===== src/timer_gate_params.svh =====
// timer_gate_params.svh: offsets, field positions, reset values for the timer gate block
// assumes: included by bare name from design files; definitions only
`ifndef TIMER_GATE_PARAMS_SVH
`define TIMER_GATE_PARAMS_SVH

// ****************************************
// register byte offsets
// ****************************************
`define OFF_GATE_CONTROL   12'h000
`define OFF_TIMER_CONTROL  12'h004
`define OFF_COUNTER_VALUE  12'h008
`define OFF_IRQ_STATUS     12'h00C
`define OFF_IRQ_MASK       12'h010

// ****************************************
// gate control and timer control field positions
// ****************************************
`define BIT_GATE_ENABLE    7
`define BIT_GATE_POLARITY  6
`define BIT_GATE_TOGGLE    5
`define BIT_GATE_SPM       4
`define BIT_PULSE_PENDING  3
`define BIT_GATE_LEVEL     2
`define BIT_TIMER_ON       0

// ****************************************
// interrupt bits and reset values
// ****************************************
`define IRQ_ACQ_DONE       0
`define IRQ_OVERFLOW       1
`define IRQ_WIDTH          2
`define RST_GATE_CONTROL   4'h0
`define RST_COUNTER        16'h0000
`define RST_IRQ            2'h0

`endif


===== src/timer_gate_pkg.sv =====
// timer_gate_pkg: shared types for the timer gate block
// assumes: nothing beyond the params header
package timer_gate_pkg;

    typedef enum logic [1:0] {
        SP_IDLE   = 2'b00,
        SP_ARMED  = 2'b01,
        SP_ACTIVE = 2'b10
    } sp_state_t;

    typedef logic [2:0] reg_index_t;

endpackage


===== src/reg_access_if.sv =====
// reg_access_if: decoded register access between bus slave and register file
// assumes: single clock hclk; one access per cycle at most
`timescale 1ns/1ps
`default_nettype none

interface reg_access_if;
    logic        wr;
    logic [11:0] waddr;
    logic [31:0] wdata;
    logic [11:0] raddr;
    logic [31:0] rdata;

    modport slave (output wr, output waddr, output wdata, output raddr, input rdata);
    modport regs  (input wr, input waddr, input wdata, input raddr, output rdata);
endinterface

`default_nettype wire


===== src/ahb_reg_slave.sv =====
// ahb_reg_slave: zero-wait AHB-Lite slave that turns transfers into register accesses
// assumes: single word transfers; the register side answers reads combinationally
`timescale 1ns/1ps
`default_nettype none

module ahb_reg_slave (
    input  wire logic        hclk,
    input  wire logic        hresetn,
    input  wire logic        hsel,
    input  wire logic [31:0] haddr,
    input  wire logic [1:0]  htrans,
    input  wire logic        hwrite,
    input  wire logic [2:0]  hsize,
    input  wire logic        hready,
    input  wire logic [31:0] hwdata,
    output logic             hreadyout,
    output logic             hresp,
    output logic [31:0]      hrdata,
    reg_access_if.slave      acc
);
    logic        wr_ph_q;
    logic        wr_ph_d;
    logic        rd_ph_q;
    logic        rd_ph_d;
    logic [11:0] addr_q;
    logic [11:0] addr_d;
    logic        take;

    // ****************************************
    // address phase capture
    // ****************************************
    // hsize is not checked: only whole words are issued
    assign take = hsel && htrans[1] && hready;

    always_comb begin
        wr_ph_d = take && hwrite;
        rd_ph_d = take && !hwrite;
        addr_d  = take ? haddr[11:0] : addr_q;
    end

    always_ff @(posedge hclk or negedge hresetn) begin
        if (!hresetn) begin
            wr_ph_q <= 1'b0;
            rd_ph_q <= 1'b0;
            addr_q  <= 12'h000;
        end else begin
            wr_ph_q <= wr_ph_d;
            rd_ph_q <= rd_ph_d;
            addr_q  <= addr_d;
        end
    end

    // ****************************************
    // data phase
    // ****************************************
    assign acc.wr    = wr_ph_q;
    assign acc.waddr = addr_q;
    assign acc.wdata = hwdata;
    assign acc.raddr = addr_q;
    assign hreadyout = 1'b1;
    assign hresp     = 1'b0;
    assign hrdata    = rd_ph_q ? acc.rdata : 32'h0000_0000;

    logic unused_ok;
    assign unused_ok = ^{hsize, haddr[31:12], htrans[0]};
endmodule

`default_nettype wire


===== src/gate_path.sv =====
// gate_path: polarity, toggle flip-flop and single-pulse acquisition of the timer gate
// assumes: gate_in synchronous to hclk; arm is a one-cycle pulse from the register file
`timescale 1ns/1ps
`default_nettype none

module gate_path
    import timer_gate_pkg::*;
(
    input  wire logic hclk,
    input  wire logic hresetn,
    input  wire logic gate_in,
    input  wire logic gate_polarity,
    input  wire logic gate_toggle_mode,
    input  wire logic gate_single_pulse_mode,
    input  wire logic arm,
    output logic      gate_level,
    output logic      pulse_acquire_pending,
    output logic      acq_done
);
    import timer_gate_pkg::*;

    logic      pol_gate;
    logic      pol_q;
    logic      tff_q;
    logic      tff_d;
    logic      pre_gate;
    logic      pre_q;
    logic      pre_rise;
    logic      pre_fall;
    sp_state_t sp_q;
    sp_state_t sp_d;

    // ****************************************
    // polarity and toggle
    // ****************************************
    assign pol_gate = gate_polarity ? gate_in : ~gate_in;

    always_comb begin
        // cleared whenever toggle mode is off
        tff_d = 1'b0;
        if (gate_toggle_mode && pol_gate && !pol_q) begin
            tff_d = ~tff_q;
        end else if (gate_toggle_mode) begin
            tff_d = tff_q;
        end
    end

    assign pre_gate = gate_toggle_mode ? tff_q : pol_gate;
    assign pre_rise = pre_gate && !pre_q;
    assign pre_fall = !pre_gate && pre_q;

    // ****************************************
    // single-pulse acquisition
    // ****************************************
    always_comb begin
        sp_d     = sp_q;
        acq_done = 1'b0;
        case (sp_q)
            SP_IDLE: begin
                if (arm) begin
                    sp_d = SP_ARMED;
                end
            end
            SP_ARMED: begin
                // a gate already active when armed waits for the next edge
                if (pre_rise) begin
                    sp_d = SP_ACTIVE;
                end
            end
            SP_ACTIVE: begin
                if (pre_fall) begin
                    sp_d     = SP_IDLE;
                    acq_done = 1'b1;
                end
            end
            default: begin
                sp_d = SP_IDLE;
            end
        endcase
        // an arming write sets the mode bit in the same cycle, so it is not undone here
        if (!gate_single_pulse_mode && !arm) begin
            sp_d     = SP_IDLE;
            acq_done = 1'b0;
        end
    end

    always_ff @(posedge hclk or negedge hresetn) begin
        if (!hresetn) begin
            pol_q <= 1'b0;
            tff_q <= 1'b0;
            pre_q <= 1'b0;
            sp_q  <= SP_IDLE;
        end else begin
            pol_q <= pol_gate;
            tff_q <= tff_d;
            pre_q <= pre_gate;
            sp_q  <= sp_d;
        end
    end

    assign pulse_acquire_pending = (sp_q != SP_IDLE);
    // single pulse owns the gate when selected; only the armed pulse passes
    assign gate_level = gate_single_pulse_mode ? (sp_q == SP_ACTIVE) && pre_gate : pre_gate;
endmodule

`default_nettype wire


===== src/timer_gate_control.sv =====
// timer_gate_control: 16-bit timer counter with gate control, AHB-Lite register access
// assumes: hresetn is the power-on reset; gate_in synchronous to hclk
`timescale 1ns/1ps
`default_nettype none
`include "timer_gate_params.svh"

module timer_gate_control
    import timer_gate_pkg::*;
#(
    parameter int CNT_W = 16
) (
    input  wire logic        hclk,
    input  wire logic        hresetn,
    input  wire logic        hsel,
    input  wire logic [31:0] haddr,
    input  wire logic [1:0]  htrans,
    input  wire logic        hwrite,
    input  wire logic [2:0]  hsize,
    input  wire logic        hready,
    input  wire logic [31:0] hwdata,
    output logic             hreadyout,
    output logic             hresp,
    output logic [31:0]      hrdata,
    input  wire logic        gate_in,
    output logic             irq
);
    import timer_gate_pkg::*;

    reg_access_if acc ();

    logic                  gate_enable_q;
    logic                  gate_enable_d;
    logic                  gate_polarity_q;
    logic                  gate_polarity_d;
    logic                  gate_toggle_mode_q;
    logic                  gate_toggle_mode_d;
    logic                  gate_single_pulse_mode_q;
    logic                  gate_single_pulse_mode_d;
    logic                  timer_on_q;
    logic                  timer_on_d;
    logic [CNT_W-1:0]      counter_value_q;
    logic [CNT_W-1:0]      counter_value_d;
    logic [`IRQ_WIDTH-1:0] irq_status_q;
    logic [`IRQ_WIDTH-1:0] irq_status_d;
    logic [`IRQ_WIDTH-1:0] irq_mask_q;
    logic [`IRQ_WIDTH-1:0] irq_mask_d;
    logic                  wr_gate;
    logic                  wr_timer;
    logic                  wr_cnt;
    logic                  wr_stat;
    logic                  wr_mask;
    logic                  arm;
    logic                  gate_level;
    logic                  pulse_acquire_pending;
    logic                  acq_done;
    logic                  count_en;
    logic                  overflow;
    logic [7:0]            gate_reg_view;

    // ****************************************
    // bus slave and gate path
    // ****************************************
    ahb_reg_slave u_slave (
        .hclk      (hclk),
        .hresetn   (hresetn),
        .hsel      (hsel),
        .haddr     (haddr),
        .htrans    (htrans),
        .hwrite    (hwrite),
        .hsize     (hsize),
        .hready    (hready),
        .hwdata    (hwdata),
        .hreadyout (hreadyout),
        .hresp     (hresp),
        .hrdata    (hrdata),
        .acc       (acc)
    );

    gate_path u_gate (
        .hclk                   (hclk),
        .hresetn                (hresetn),
        .gate_in                (gate_in),
        .gate_polarity          (gate_polarity_q),
        .gate_toggle_mode       (gate_toggle_mode_q),
        .gate_single_pulse_mode (gate_single_pulse_mode_q),
        .arm                    (arm),
        .gate_level             (gate_level),
        .pulse_acquire_pending  (pulse_acquire_pending),
        .acq_done               (acq_done)
    );

    // ****************************************
    // write decode
    // ****************************************
    function automatic logic hit(input logic [11:0] a, input logic [11:0] off);
        hit = (a == off);
    endfunction

    always_comb begin
        wr_gate  = 1'b0;
        wr_timer = 1'b0;
        wr_cnt   = 1'b0;
        wr_stat  = 1'b0;
        wr_mask  = 1'b0;
        if (!acc.wr) begin
            wr_gate = 1'b0;
        end else if (hit(acc.waddr, `OFF_GATE_CONTROL)) begin
            wr_gate = 1'b1;
        end else if (hit(acc.waddr, `OFF_TIMER_CONTROL)) begin
            wr_timer = 1'b1;
        end else if (hit(acc.waddr, `OFF_COUNTER_VALUE)) begin
            wr_cnt = 1'b1;
        end else if (hit(acc.waddr, `OFF_IRQ_STATUS)) begin
            wr_stat = 1'b1;
        end else if (hit(acc.waddr, `OFF_IRQ_MASK)) begin
            wr_mask = 1'b1;
        end
    end

    // arming needs single-pulse mode set in the same write; the register's current mode bit is not used
    assign arm = wr_gate && acc.wdata[`BIT_PULSE_PENDING] && acc.wdata[`BIT_GATE_SPM];

    // ****************************************
    // control registers
    // ****************************************
    always_comb begin
        gate_enable_d            = gate_enable_q;
        gate_polarity_d          = gate_polarity_q;
        gate_toggle_mode_d       = gate_toggle_mode_q;
        gate_single_pulse_mode_d = gate_single_pulse_mode_q;
        timer_on_d               = timer_on_q;
        irq_mask_d               = irq_mask_q;
        if (wr_gate) begin
            gate_enable_d            = acc.wdata[`BIT_GATE_ENABLE];
            gate_polarity_d          = acc.wdata[`BIT_GATE_POLARITY];
            gate_toggle_mode_d       = acc.wdata[`BIT_GATE_TOGGLE];
            gate_single_pulse_mode_d = acc.wdata[`BIT_GATE_SPM];
        end
        if (wr_timer) begin
            timer_on_d = acc.wdata[`BIT_TIMER_ON];
        end
        if (wr_mask) begin
            irq_mask_d = acc.wdata[`IRQ_WIDTH-1:0];
        end
    end

    // ****************************************
    // counter and interrupt status
    // ****************************************
    // gate enable only matters while the timer runs
    assign count_en = timer_on_q && (!gate_enable_q || gate_level);
    assign overflow = count_en && (&counter_value_q);

    always_comb begin
        counter_value_d = counter_value_q;
        if (wr_cnt) begin
            counter_value_d = acc.wdata[CNT_W-1:0];
        end else if (count_en) begin
            counter_value_d = counter_value_q + {{(CNT_W-1){1'b0}}, 1'b1};
        end
        irq_status_d = irq_status_q;
        if (wr_stat) begin
            irq_status_d = irq_status_q & ~acc.wdata[`IRQ_WIDTH-1:0];
        end
        // set after clear so an event in the clearing cycle survives
        if (acq_done) begin
            irq_status_d[`IRQ_ACQ_DONE] = 1'b1;
        end
        if (overflow) begin
            irq_status_d[`IRQ_OVERFLOW] = 1'b1;
        end
    end

    always_ff @(posedge hclk or negedge hresetn) begin
        if (!hresetn) begin
            {gate_enable_q, gate_polarity_q, gate_toggle_mode_q,
             gate_single_pulse_mode_q} <= `RST_GATE_CONTROL;
            timer_on_q      <= 1'b0;
            counter_value_q <= `RST_COUNTER;
            irq_status_q    <= `RST_IRQ;
            irq_mask_q      <= `RST_IRQ;
        end else begin
            gate_enable_q            <= gate_enable_d;
            gate_polarity_q          <= gate_polarity_d;
            gate_toggle_mode_q       <= gate_toggle_mode_d;
            gate_single_pulse_mode_q <= gate_single_pulse_mode_d;
            timer_on_q               <= timer_on_d;
            counter_value_q          <= counter_value_d;
            irq_status_q             <= irq_status_d;
            irq_mask_q               <= irq_mask_d;
        end
    end

    assign irq = |(irq_status_q & irq_mask_q);

    // ****************************************
    // read mux
    // ****************************************
    always_comb begin
        gate_reg_view                     = 8'h00;
        gate_reg_view[`BIT_GATE_ENABLE]   = gate_enable_q;
        gate_reg_view[`BIT_GATE_POLARITY] = gate_polarity_q;
        gate_reg_view[`BIT_GATE_TOGGLE]   = gate_toggle_mode_q;
        gate_reg_view[`BIT_GATE_SPM]      = gate_single_pulse_mode_q;
        gate_reg_view[`BIT_PULSE_PENDING] = pulse_acquire_pending;
        gate_reg_view[`BIT_GATE_LEVEL]    = gate_level;
    end

    always_comb begin
        acc.rdata = 32'h0000_0000;
        if (hit(acc.raddr, `OFF_GATE_CONTROL)) begin
            acc.rdata[7:0] = gate_reg_view;
        end else if (hit(acc.raddr, `OFF_TIMER_CONTROL)) begin
            acc.rdata[`BIT_TIMER_ON] = timer_on_q;
        end else if (hit(acc.raddr, `OFF_COUNTER_VALUE)) begin
            acc.rdata[CNT_W-1:0] = counter_value_q;
        end else if (hit(acc.raddr, `OFF_IRQ_STATUS)) begin
            acc.rdata[`IRQ_WIDTH-1:0] = irq_status_q;
        end else if (hit(acc.raddr, `OFF_IRQ_MASK)) begin
            acc.rdata[`IRQ_WIDTH-1:0] = irq_mask_q;
        end
    end
endmodule

`default_nettype wire


===== config.mk =====
export PLATFORM = sky130hd
export DESIGN_NAME = timer_gate_control
export DESIGN_NICKNAME = d
export VERILOG_FILES = /design/src/timer_gate_pkg.sv /design/src/reg_access_if.sv /design/src/ahb_reg_slave.sv /design/src/gate_path.sv /design/src/timer_gate_control.sv
export VERILOG_INCLUDE_DIRS = /design/src
export SDC_FILE = /design/constraint.sdc
export NUM_CORES = 1
export LEC_CHECK = 0
export BUFFER_PORTS_ARGS = -buffer_cell sky130_fd_sc_hd__buf_4
export CAP_MARGIN = 10
export CORE_MARGIN = 4
export CORE_UTILIZATION = 45
export DETAILED_ROUTE_END_ITERATION = 16
export PLACE_DENSITY_LB_ADDON = 0.2
export REMOVE_ABC_BUFFERS = 1
export SYNTH_ARGS = -nofsm -noshare
export SYNTH_HDL_FRONTEND = slang
export SYNTH_SLANG_ARGS = --single-unit

===== constraint.sdc =====
create_clock -name hclk -period 2.55 [get_ports hclk]
set_input_delay 0.255 -clock hclk [delete_from_list [all_inputs] [get_ports hclk]]
set_output_delay 0.255 -clock hclk [all_outputs]
set_load 0.02 [all_outputs]

* Word-level counts from Yosys, hierarchy flattened
Cells that the tools add are included.
** Storage, ports and cells
- Register bits after elaboration :: 44
- Latch bits :: 0
- Memory bits (writable) :: 0
- ROM bits :: 0
- Bits of input ports :: 75
- Output and inout port bits :: 35
- Word-level logic and storage cells :: 110
- Memories :: 0
** Operators by class
- Add/sub/neg operators :: 1
- $mul :: 0
- Div/mod/pow operators :: 0
- Magnitude comparators :: 0
- Eq/ne operators :: 10
- Shift-type cells :: 0
- Multiplexer cells :: 47
- Bitwise logic cells :: 5
- Reductions and logical operators :: 31
** Operator list (count)
- $mux W16 :: 3
- $mux W1 :: 31
- $eq A12 B4 Y1 const B :: 2
- $add A16 B1 Y16 const B :: 1
- $mux W2 :: 8
- $mux W8 :: 2
- $reduce_and A16 Y1 :: 1
- $mux W15 :: 1
- $logic_and A1 B1 Y1 :: 14
- $mux W14 :: 1
- $eq A12 B3 Y1 const B :: 1
- $eq A12 B5 Y1 const B :: 1
- $logic_not A12 Y1 :: 1
- $ne A3 B1 Y1 const B :: 3
- $reduce_bool A2 Y1 :: 4
- $logic_not A1 Y1 :: 7
- $pmux W2 S3 :: 1
- $and A2 B2 Y2 :: 2
- $reduce_and A3 Y1 :: 1
- $eq A2 B1 Y1 const B :: 1
- $eq A2 B2 Y1 const B :: 1
- $logic_not A2 Y1 :: 1
- $ne A2 B1 Y1 const B :: 1
- $not A1 Y1 :: 2
- 3 further kinds :: 3

* Logic depth before layout (Yosys ltp)
Gate-level depths: netlist of run 1.
- Depth after elaboration :: 9
- Gate-level depth with buffers :: 7
- Gate-level depth less buffers :: 6

* Modules after synthesis
From an unflattened synthesis of run 1, not the netlist that was laid out.
** Second synthesis, totals
- Cell total of the unflattened synthesis :: 312
- Area total of the unflattened synthesis :: 3024.2 um^2
** By module, submodules not included
- timer_gate_control :: instances 1, cells an instance 174, area each 1645.3 um^2, sequential area each 625.6 um^2
- ahb_reg_slave :: instances 1, cells an instance 114, area each 1112.3 um^2, sequential area each 350.3 um^2
- gate_path :: instances 1, cells an instance 24, area each 266.5 um^2, sequential area each 125.1 um^2

* Worst setup path after synthesis of run 1
OpenSTA, ideal clock, no wires.
- Path kind :: register to output
- Start point :: register u_slave.addr_q[0], in the netlist u_slave.acc.raddr[0]
- End point :: output hrdata[1]
- Arrival time :: 2.066 ns
- Data required time :: 2.295 ns
- Slack :: 0.229 ns
- Stages on the path, launching flop included :: 5
- Buffers on the path :: 0
- Path through :: dfrtp_1 or4_4 nor4_4 o211ai_1 a221oi_1
** On the way
- Word-level cells in the longest chain between the ends :: 7
- Elaborated cells on any way between the ends :: 11
- Classes of those cells :: eq/ne: 4; mux: 6; reduce/logical: 1
** RTL lines
- from (decl) :: RTL line ahb_reg_slave.sv:25 : logic [11:0] addr_q;
- from (signal assigned) :: RTL line ahb_reg_slave.sv:49 : addr_q <= addr_d;
- $eq A12 B5 Y1 :: RTL line timer_gate_control.sv:96 : hit = (a == off);
- $mux W2 :: RTL line timer_gate_control.sv:219 : end else if (hit(acc.raddr, `OFF_IRQ_MASK)) begin
- $mux W2 :: RTL line timer_gate_control.sv:217 : end else if (hit(acc.raddr, `OFF_IRQ_STATUS)) begin
- $mux W2 :: RTL line timer_gate_control.sv:215 : end else if (hit(acc.raddr, `OFF_COUNTER_VALUE)) begin
- $mux W15 :: RTL line timer_gate_control.sv:213 : end else if (hit(acc.raddr, `OFF_TIMER_CONTROL)) begin
- $mux W8 * :: RTL line timer_gate_control.sv:211 : if (hit(acc.raddr, `OFF_GATE_CONTROL)) begin
- $mux W16 * :: RTL line ahb_reg_slave.sv:62 : assign hrdata = rd_ph_q ? acc.rdata : 32'h0000_0000;
- to (decl) :: RTL line timer_gate_control.sv:23 : output logic [31:0] hrdata,
Every way passes the cells marked *; elsewhere a longest branch is shown, timed or not.

* Worst setup path in the final report of run 1
- Start point :: register u_slave.addr_q[6], in the netlist u_slave.acc.raddr[6]
- End point :: output hrdata[0]
** On the way
- Word-level cells in the longest chain between the ends :: 7
- Elaborated cells on any way between the ends :: 11
- Classes of those cells :: eq/ne: 4; mux: 6; reduce/logical: 1
** RTL lines (RTL line)
- $eq A12 B5 Y1 :: timer_gate_control.sv:96
- $mux W2 :: timer_gate_control.sv:219
- $mux W2 :: timer_gate_control.sv:217
- $mux W2 :: timer_gate_control.sv:215
- $mux W1 :: timer_gate_control.sv:213
- $mux W8 * :: timer_gate_control.sv:211
- $mux W16 * :: ahb_reg_slave.sv:62
Marks and branches as above.

==> results.py, run 1 <==
metrics = {
    "setup_path": {
        "critical_path.slowest_cell": "or4_4",
        "slowest_delay_ns": 0.55,
        "worstPathMaxFanout": 4,
        "crit_chain": "or4_4 > nor4_4 > buf_4 > a22oi_2 > a311oi_2 > buf_4",
        "cpMostUsedCell": "buf_4",
        "worst-endpoint-required_ns": 2.30,
        "reg2regPathDepth": 7,
        "path_class": "reg -> out",
        "critPathLaunchType": "flop",
        "crit_path_end_kind": "primary output",
        "critical_path_arrival_ns": 2.26,
    },
    "synth": {
        "synth_compound_gate_area_share_pct": 11.2,
        "ys_seq_area_share_pct": 42.6,
        "postSynthCellCount": 256,
        "synth-seq-cells": 44,
        "synth-edff-count": 0,
        "synthMuxAreaShare_pct": 10.2,
        "main_combinational_cell_family_by_area_after_synthesis": "simple AND/OR/NAND/NOR gates",
        "syn_avg_cell_area_sq_um": 10.1,
        "synth_fa_ha_area_share_pct": 0.484,
        "synth_top_flop_cell": "dfrtp_1",
        "number_of_unique_standard_cell_types_used_by_synthesis": 44,
        "postSynth.asyncResetShare_pct": 100,
        "mappedNetlistArea_sq_um": 2580,
        "synth-warning-count": 0,
        "basic_gate_share_of_the_synthesized_area_counting_and_or_nand_and_nor_cells_pct": 20.5,
        "synthXorXnorAreaFrac_pct": 5.42,
    },
    "power": {
        "power.density_cell_area_nw_per_um2": 525,
        "comb_power_share_pct": 22.9,
        "seq_power_share_pct": 52.9,
        "net-switching-power_w": 0.000521,
        "cellLeakagePower_nw": 1.45,
        "internal_pwr_total_w": 0.00116,
        "power.share.clock_pct": 24.2,
        "netSwitchingFraction_pct": 30.9,
        "total_power_w": 0.00168,
        "vdd_drop_max_mv": 0.264,
    },
    "placement": {
        "routabilityCongestion": 0.797,
        "dp.final_hpwl_microns": 3920,
        "detailed_place.area_sq_um": 2970,
        "worst_slack_placed_ns": 0.157,
        "buffer_ports.inserted": 51,
    },
    "routing": {
        "drt-initial-drc-count": 57,
        "detail-route-antenna-nets": 0,
        "total_vias_in_the_final_route": 1998,
        "wl_per_cell_microns": 14.1,
        "first_pass_iters": 4,
        "remaining_drc_errors": 0,
        "totalWireLength_microns": 5470,
        "viasPerCell": 5.16,
    },
    "floorplan": {
        "die_w_microns": 83.8,
        "floorplan.io_pins": 110,
        "start_util_pct": 46.6,
        "die_h_microns": 83.8,
        "die_area_sq_um": 7020,
        "num_rows": 27,
        "placeableCoreArea_sq_um": 5540,
    },
    "grt": {
        "grt_util_met3_pct": 4.44,
        "initial_antenna_violation_count": 0,
        "grt_use_met1_pct": 20.5,
        "grt-ovfl-total": 0,
        "groute.usage.overall_pct": 15.8,
        "grt-busiest-layer": "met2",
        "globalRouteMet2Util_pct": 26.2,
        "grt_start_max_net_pins": 45,
        "grt_first_pass_wirelength_microns": 9240,
        "first_global_vias": 2047,
    },
    "timing": {
        "max_clock_freq_mhz": 397,
        "timing.clock.skew_ns": 0.00788,
        "timing_worst_slew_pin_value_ns": 0.620,
        "worst_slew_margin_rel_pct": 58.6,
        "min_period_ns": 2.52,
        "timing_max_transition_violations_final": 0,
        "post-route-period-util_pct": 98.8,
        "fin_hold_ws_ns": 0.121,
        "rsz0062_at_grt": "true",
        "post-route-worst-setup-slack_ns": 0.0307,
        "setup_viol": 0,
        "hold_viol": 0,
        "final.setup.tns_ns": 0,
    },
    "clock_network": {
        "clkLatencyLatePin_ns": 0.29,
        "clkSinkCount": 44,
        "clk_pin_slew_ns": 0.07,
        "h_tree_levels": 2,
        "tritoncts.num_buffers": 5,
        "clock_tree_from_tritoncts": "done",
        "root_buffer_cell": "clkbuf_8",
        "clockBufferDepth": 2,
    },
    "final_layout": {
        "n_antenna_cell": 0,
        "area.growth.synth_to_final_pct": 24.1,
        "post-route-cell-area_sq_um": 3210,
        "final_layout_size_suffix_gt1_share_pct": 39.4,
        "fillCellCount": 523,
        "nNetsFinal": 391,
    },
    "hold_path": {
        "worstHoldPathType": "in -> reg",
        "timing.hold.worst_path_depth": 2,
    },
    "flow_run": {
        "maxCapViolations": 0,
    },
    "outcome": {
        "run_status": "finished clean",
    },
}
## cell usage in the layout, fill, tap and decap left out, types with 2 or more instances in the layout
cell type / count
a21oi_1: 4
a31oi_1: 2
and2_1: 4
and2_4: 8
and3_1: 10
and4_1: 2
buf_4: 50
buf_6: 11
clkbuf_8: 5
conb_1: 18
dfrtp_1: 44
inv_1: 7
mux2_2: 19
mux2i_1: 5
nand2_1: 25
nand3_1: 9
nand4_1: 6
nand4b_1: 5
nor2_1: 10
nor2_4: 3
o211ai_1: 2
o21ai_0: 6
o21ai_2: 16
or3_1: 2
xor2_1: 15
## layer usage
layer  vias up  share of wire (%)
met3         4                5.3
met1       971                 45
met4         0               0.80
li1        978                  -
met5         -                  0
met2        45                 48
## path summary, 6_finish.rpt
kind	startpoint	endpoint	slack [ns]
worst max-delay path	u_slave.acc.raddr[6]$_DFFE_PN0P_	hrdata[0]	0.03
worst min-delay path	hwrite	u_slave.rd_ph_q$_DFF_PN0_	0.12
worst max register to register	u_slave.acc.raddr[6]$_DFFE_PN0P_	counter_value_q[15]$_DFFE_PN0P_	0.39
worst min register to register	u_slave.acc.raddr[9]$_DFFE_PN0P_	u_slave.acc.raddr[9]$_DFFE_PN0P_	0.50
max in group asynchronous	hresetn	counter_value_q[13]$_DFFE_PN0P_	1.65
min in group asynchronous	hresetn	u_slave.acc.raddr[3]$_DFFE_PN0P_	0.53
## worst max-delay path: cells and delay by family, from the launching register on
family          cells  cell delay (ns)
simple gates        2             0.90
compound gates      2             0.29
buf+inv             2             0.40
flops               1             0.38
## area by class of cell
| cell class | instances | area (sq um) | share of cell area (%) |
|---|---|---|---|
| inverters | 7 | 26.3 | 0.819 |
| repair buffers | 63 | 529 | 16.5 |
| multi-input cells | 194 | 1380 | 43.1 |
| well taps | 72 | 90.1 | 2.81 |
| clock inverters | 1 | 5.00 | 0.156 |
| flip-flops and latches | 44 | 1100 | 34.3 |
| clock buffers | 6 | 72.6 | 2.26 |
## cells in the mapped netlist (2+ instances only)
master	n	area, sq um
o21ai_0	6	30.0
conb_1	2	7.51
nand4b_1	5	43.8
and2_1	12	75.1
nand4_1	6	37.5
mux2_2	19	214
clkbuf_1	5	18.8
nor2_1	14	52.6
o21ai_2	16	140
a31oi_1	2	12.5
nand2_1	26	97.6
a22oi_1	2	15.0
and4_1	2	17.5
inv_1	7	26.3
and3_1	10	62.6
mux2i_1	5	50.1
nand3_1	10	50.1
xor2_1	15	131
buf_4	18	135
buf_6	2	22.5
a21oi_1	4	20.0
or3_1	2	12.5
o211ai_1	2	15.0
dfrtp_1	44	1100
## cells by family after synthesis
logic type | count (synthesis)
fa+ha+maj | 1
other cells | 2
xor+xnor | 16
buf+inv | 34
flops | 44
simple gates | 96
mux | 24
compound gates | 39
## sequential cells by signal, summed over array words and instances, names as in the netlist, 2 cells and up
signal and count:
u_slave.acc.raddr 12, irq_mask_q 2, counter_value_q 16, u_gate.sp_q 2, irq_status_q 2
## timing repair
action                                  in CTS  in global routing
pin swaps                                    6                  9
gates resized for setup                     12                 20
hold endpoints to repair                    44                  0
setup buffers                                4                  0
hold buffers                                 1                  0
endpoints found under the setup margin      16                 16
## power by group through the flow
stage	clock [W]	sequential (W)	combinational, W
5_1_grt	0.000466	0.000907	0.000428
3_5_place_dp	0	0.000906	0.000371
6_report	0.000407	0.000891	0.000387
3_3_place_gp	0	0.000900	0.000367
2_1_floorplan	0	0.000885	0.000252
4_1_cts	0.000426	0.000892	0.000381
## per-stage QoR
step,utilization (%),instances
after floorplan,-,245
after global placement,53.6,375
after detailed placement,53.6,375
after CTS,56.7,387
after global routing,57.9,387
final,57.9,387
Power figures use the tool's default switching activity.
==> run 2: changes to the inputs <==
==> constraint.sdc (replaced) <==
create_clock -name hclk -period 2.55 [get_ports hclk]
set_input_delay 0.1275 -clock hclk [delete_from_list [all_inputs] [get_ports hclk]]
set_output_delay 0.1275 -clock hclk [all_outputs]
set_load 0.02 [all_outputs]
==> run 2 against run 1 <==
Net effect: die area is the same; combinational power is 3% lower; power fell by 0.45%; flip-flop and latch count is the same; global-route usage fell by 0.50 points; register-to-register slack improved by 0.09 ns; critical path type unchanged; core utilization is 2.3 points lower; count of clock-buffer cells in the layout unchanged.
==> results.py, run 2 (same netlist as run 1, synthesis figures left out) <==
metrics = {
    "outcome": {
        "run_status": "finished clean",
    },
    "timing": {
        "post-route-worst-setup-slack_ns": 0.105,
        "setup_viol": 0,
        "final.setup.tns_ns": 0,
        "post-route-period-util_pct": 95.9,
        "timing.clock.skew_ns": 0.00636,
        "worst_slew_margin_rel_pct": 59.8,
        "timing_worst_slew_pin_value_ns": 0.602,
        "max_clock_freq_mhz": 409,
        "hold_viol": 0,
        "min_period_ns": 2.44,
        "rsz0062_at_grt": "false",
        "timing_max_transition_violations_final": 0,
    },
    "clock_network": {
        "clock_tree_from_tritoncts": "done",
        "clockBufferDepth": 2,
        "root_buffer_cell": "clkbuf_8",
        "clkLatencyLatePin_ns": 0.29,
        "h_tree_levels": 2,
        "clk_pin_slew_ns": 0.08,
        "clkSinkCount": 44,
        "tritoncts.num_buffers": 5,
    },
    "grt": {
        "grt_start_max_net_pins": 45,
        "initial_antenna_violation_count": 0,
        "grt_first_pass_wirelength_microns": 8770,
        "first_global_vias": 1923,
        "grt-ovfl-total": 0,
        "groute.usage.overall_pct": 15.3,
    },
    "power": {
        "cellLeakagePower_nw": 1.41,
        "total_power_w": 0.00168,
        "internal_pwr_total_w": 0.00116,
        "vdd_drop_max_mv": 0.389,
        "seq_power_share_pct": 53.1,
        "power.share.clock_pct": 24.6,
        "power.density_cell_area_nw_per_um2": 545,
        "net-switching-power_w": 0.000514,
        "comb_power_share_pct": 22.3,
        "netSwitchingFraction_pct": 30.6,
    },
    "routing": {
        "viasPerCell": 5.14,
        "first_pass_iters": 4,
        "wl_per_cell_microns": 13.7,
        "total_vias_in_the_final_route": 1969,
        "remaining_drc_errors": 0,
        "totalWireLength_microns": 5230,
        "drt-initial-drc-count": 44,
        "detail-route-antenna-nets": 0,
    },
    "floorplan": {
        "num_rows": 27,
        "start_util_pct": 46.6,
        "die_area_sq_um": 7020,
        "die_h_microns": 83.8,
        "die_w_microns": 83.8,
        "placeableCoreArea_sq_um": 5540,
        "floorplan.io_pins": 110,
    },
    "final_layout": {
        "fillCellCount": 537,
        "area.growth.synth_to_final_pct": 19.1,
        "commonest_cells_after_routing_fill_and_taps_aside": "56 x buf_4, 44 x dfrtp_1, 26 x nand2_1, 19 x mux2_2, 18 x conb_1",
        "n_antenna_cell": 0,
        "multiInputGateArea_sq_um": 1320,
        "largest_register_ff_count": 16,
        "final_util_pct": 55.6,
        "seqCellArea_sq_um": 1100,
        "regMostFlops": "counter_value_q",
        "nNetsFinal": 387,
        "final_layout_size_suffix_gt1_share_pct": 33.4,
        "layout.cells.most_common": "buf_4",
    },
    "placement": {
        "routabilityCongestion": 0.805,
        "dp.final_hpwl_microns": 3820,
        "buffer_ports.inserted": 51,
        "worst_slack_placed_ns": 0.391,
    },
    "flow_run": {
        "maxCapViolations": 0,
    },
    "setup_path": {
        "path_class": "reg -> out",
        "critical_path_arrival_ns": 2.32,
        "worstPathMaxFanout": 3,
        "crit_path_end_kind": "primary output",
        "worst-endpoint-required_ns": 2.42,
        "critPathLaunchType": "flop",
    },
    "hold_path": {
        "worstHoldPathType": "in -> reg",
    },
}
==> run 2: power groups by stage <==
stage	clock network (W)	registers, W	logic (W)
finish	0.000412	0.000890	0.000375
global route	0.000473	0.000909	0.000417
CTS	0.000436	0.000890	0.000376
detailed placement	0	0.000905	0.000372
global placement	0	0.000901	0.000366
floorplan	0	0.000885	0.000252
==> run 2: metal layers <==
metal  vias to the layer above  wire length [microns]  GRT usage (%)
met3                         6                    336           3.75
met4                         0                     69           5.70
met2                        54                   2490           24.7
met5                         -                      0              0
li1                        974                      -              -
met1                       935                   2330           19.9
==> run 2: worst max-delay path, cell delays in order, from the launching register on <==
cell and delay (ns):
dfrtp_1 0.38, or4_4 0.55, nor4_1 0.31, buf_4 0.18, a22oi_1 0.08, a311oi_1 0.32, buf_4 0.21
==> run 2: cell type report <==
cell class / count / area share, %
multi-input cells: 194 / 43.0
flip-flops and latches: 44 / 35.8
repair buffers: 59 / 15.0
well taps: 72 / 2.93
clock buffers: 6 / 2.36
inverters: 7 / 0.854
clock inverters: 1 / 0.163
==> run 2: what timing repair did <==
item	4_1_cts	5_1_grt
resized for setup	0	3
buffers inserted	0	0
hold buffers	2	0
hold endpoints to repair	45	0
setup endpoints to repair	0	10
==> run 2: path summary, 6_finish.rpt <==
kind	from	end	slack, ns	cells after the start
max	u_slave.acc.raddr[0]$_DFFE_PN0P_	hrdata[0]	0.11	6
min	hwdata[9]	counter_value_q[9]$_DFFE_PN0P_	0.03	3
max reg2reg	u_slave.acc.raddr[0]$_DFFE_PN0P_	counter_value_q[3]$_DFFE_PN0P_	0.48	7
min reg2reg	u_slave.acc.raddr[1]$_DFFE_PN0P_	u_slave.acc.raddr[1]$_DFFE_PN0P_	0.50	1
max in group asynchronous	hresetn	u_slave.acc.raddr[2]$_DFFE_PN0P_	1.81	2
min in group asynchronous	hresetn	u_slave.acc.raddr[8]$_DFFE_PN0P_	0.37	2
==> run 2: stage by stage <==
| stage | hold slack [ns] | cells | instance area [sq um] |
|---|---|---|---|
| 2_1_floorplan | -0.168 | 245 | 2430 |
| 3_3_place_gp | 0.163 | 374 | 2960 |
| 3_5_place_dp | 0.163 | 374 | 2960 |
| 4_1_cts | 0.0132 | 383 | 3060 |
| 5_1_grt | 0.0112 | 383 | 3080 |
| 6_report | 0.0288 | 383 | 3080 |
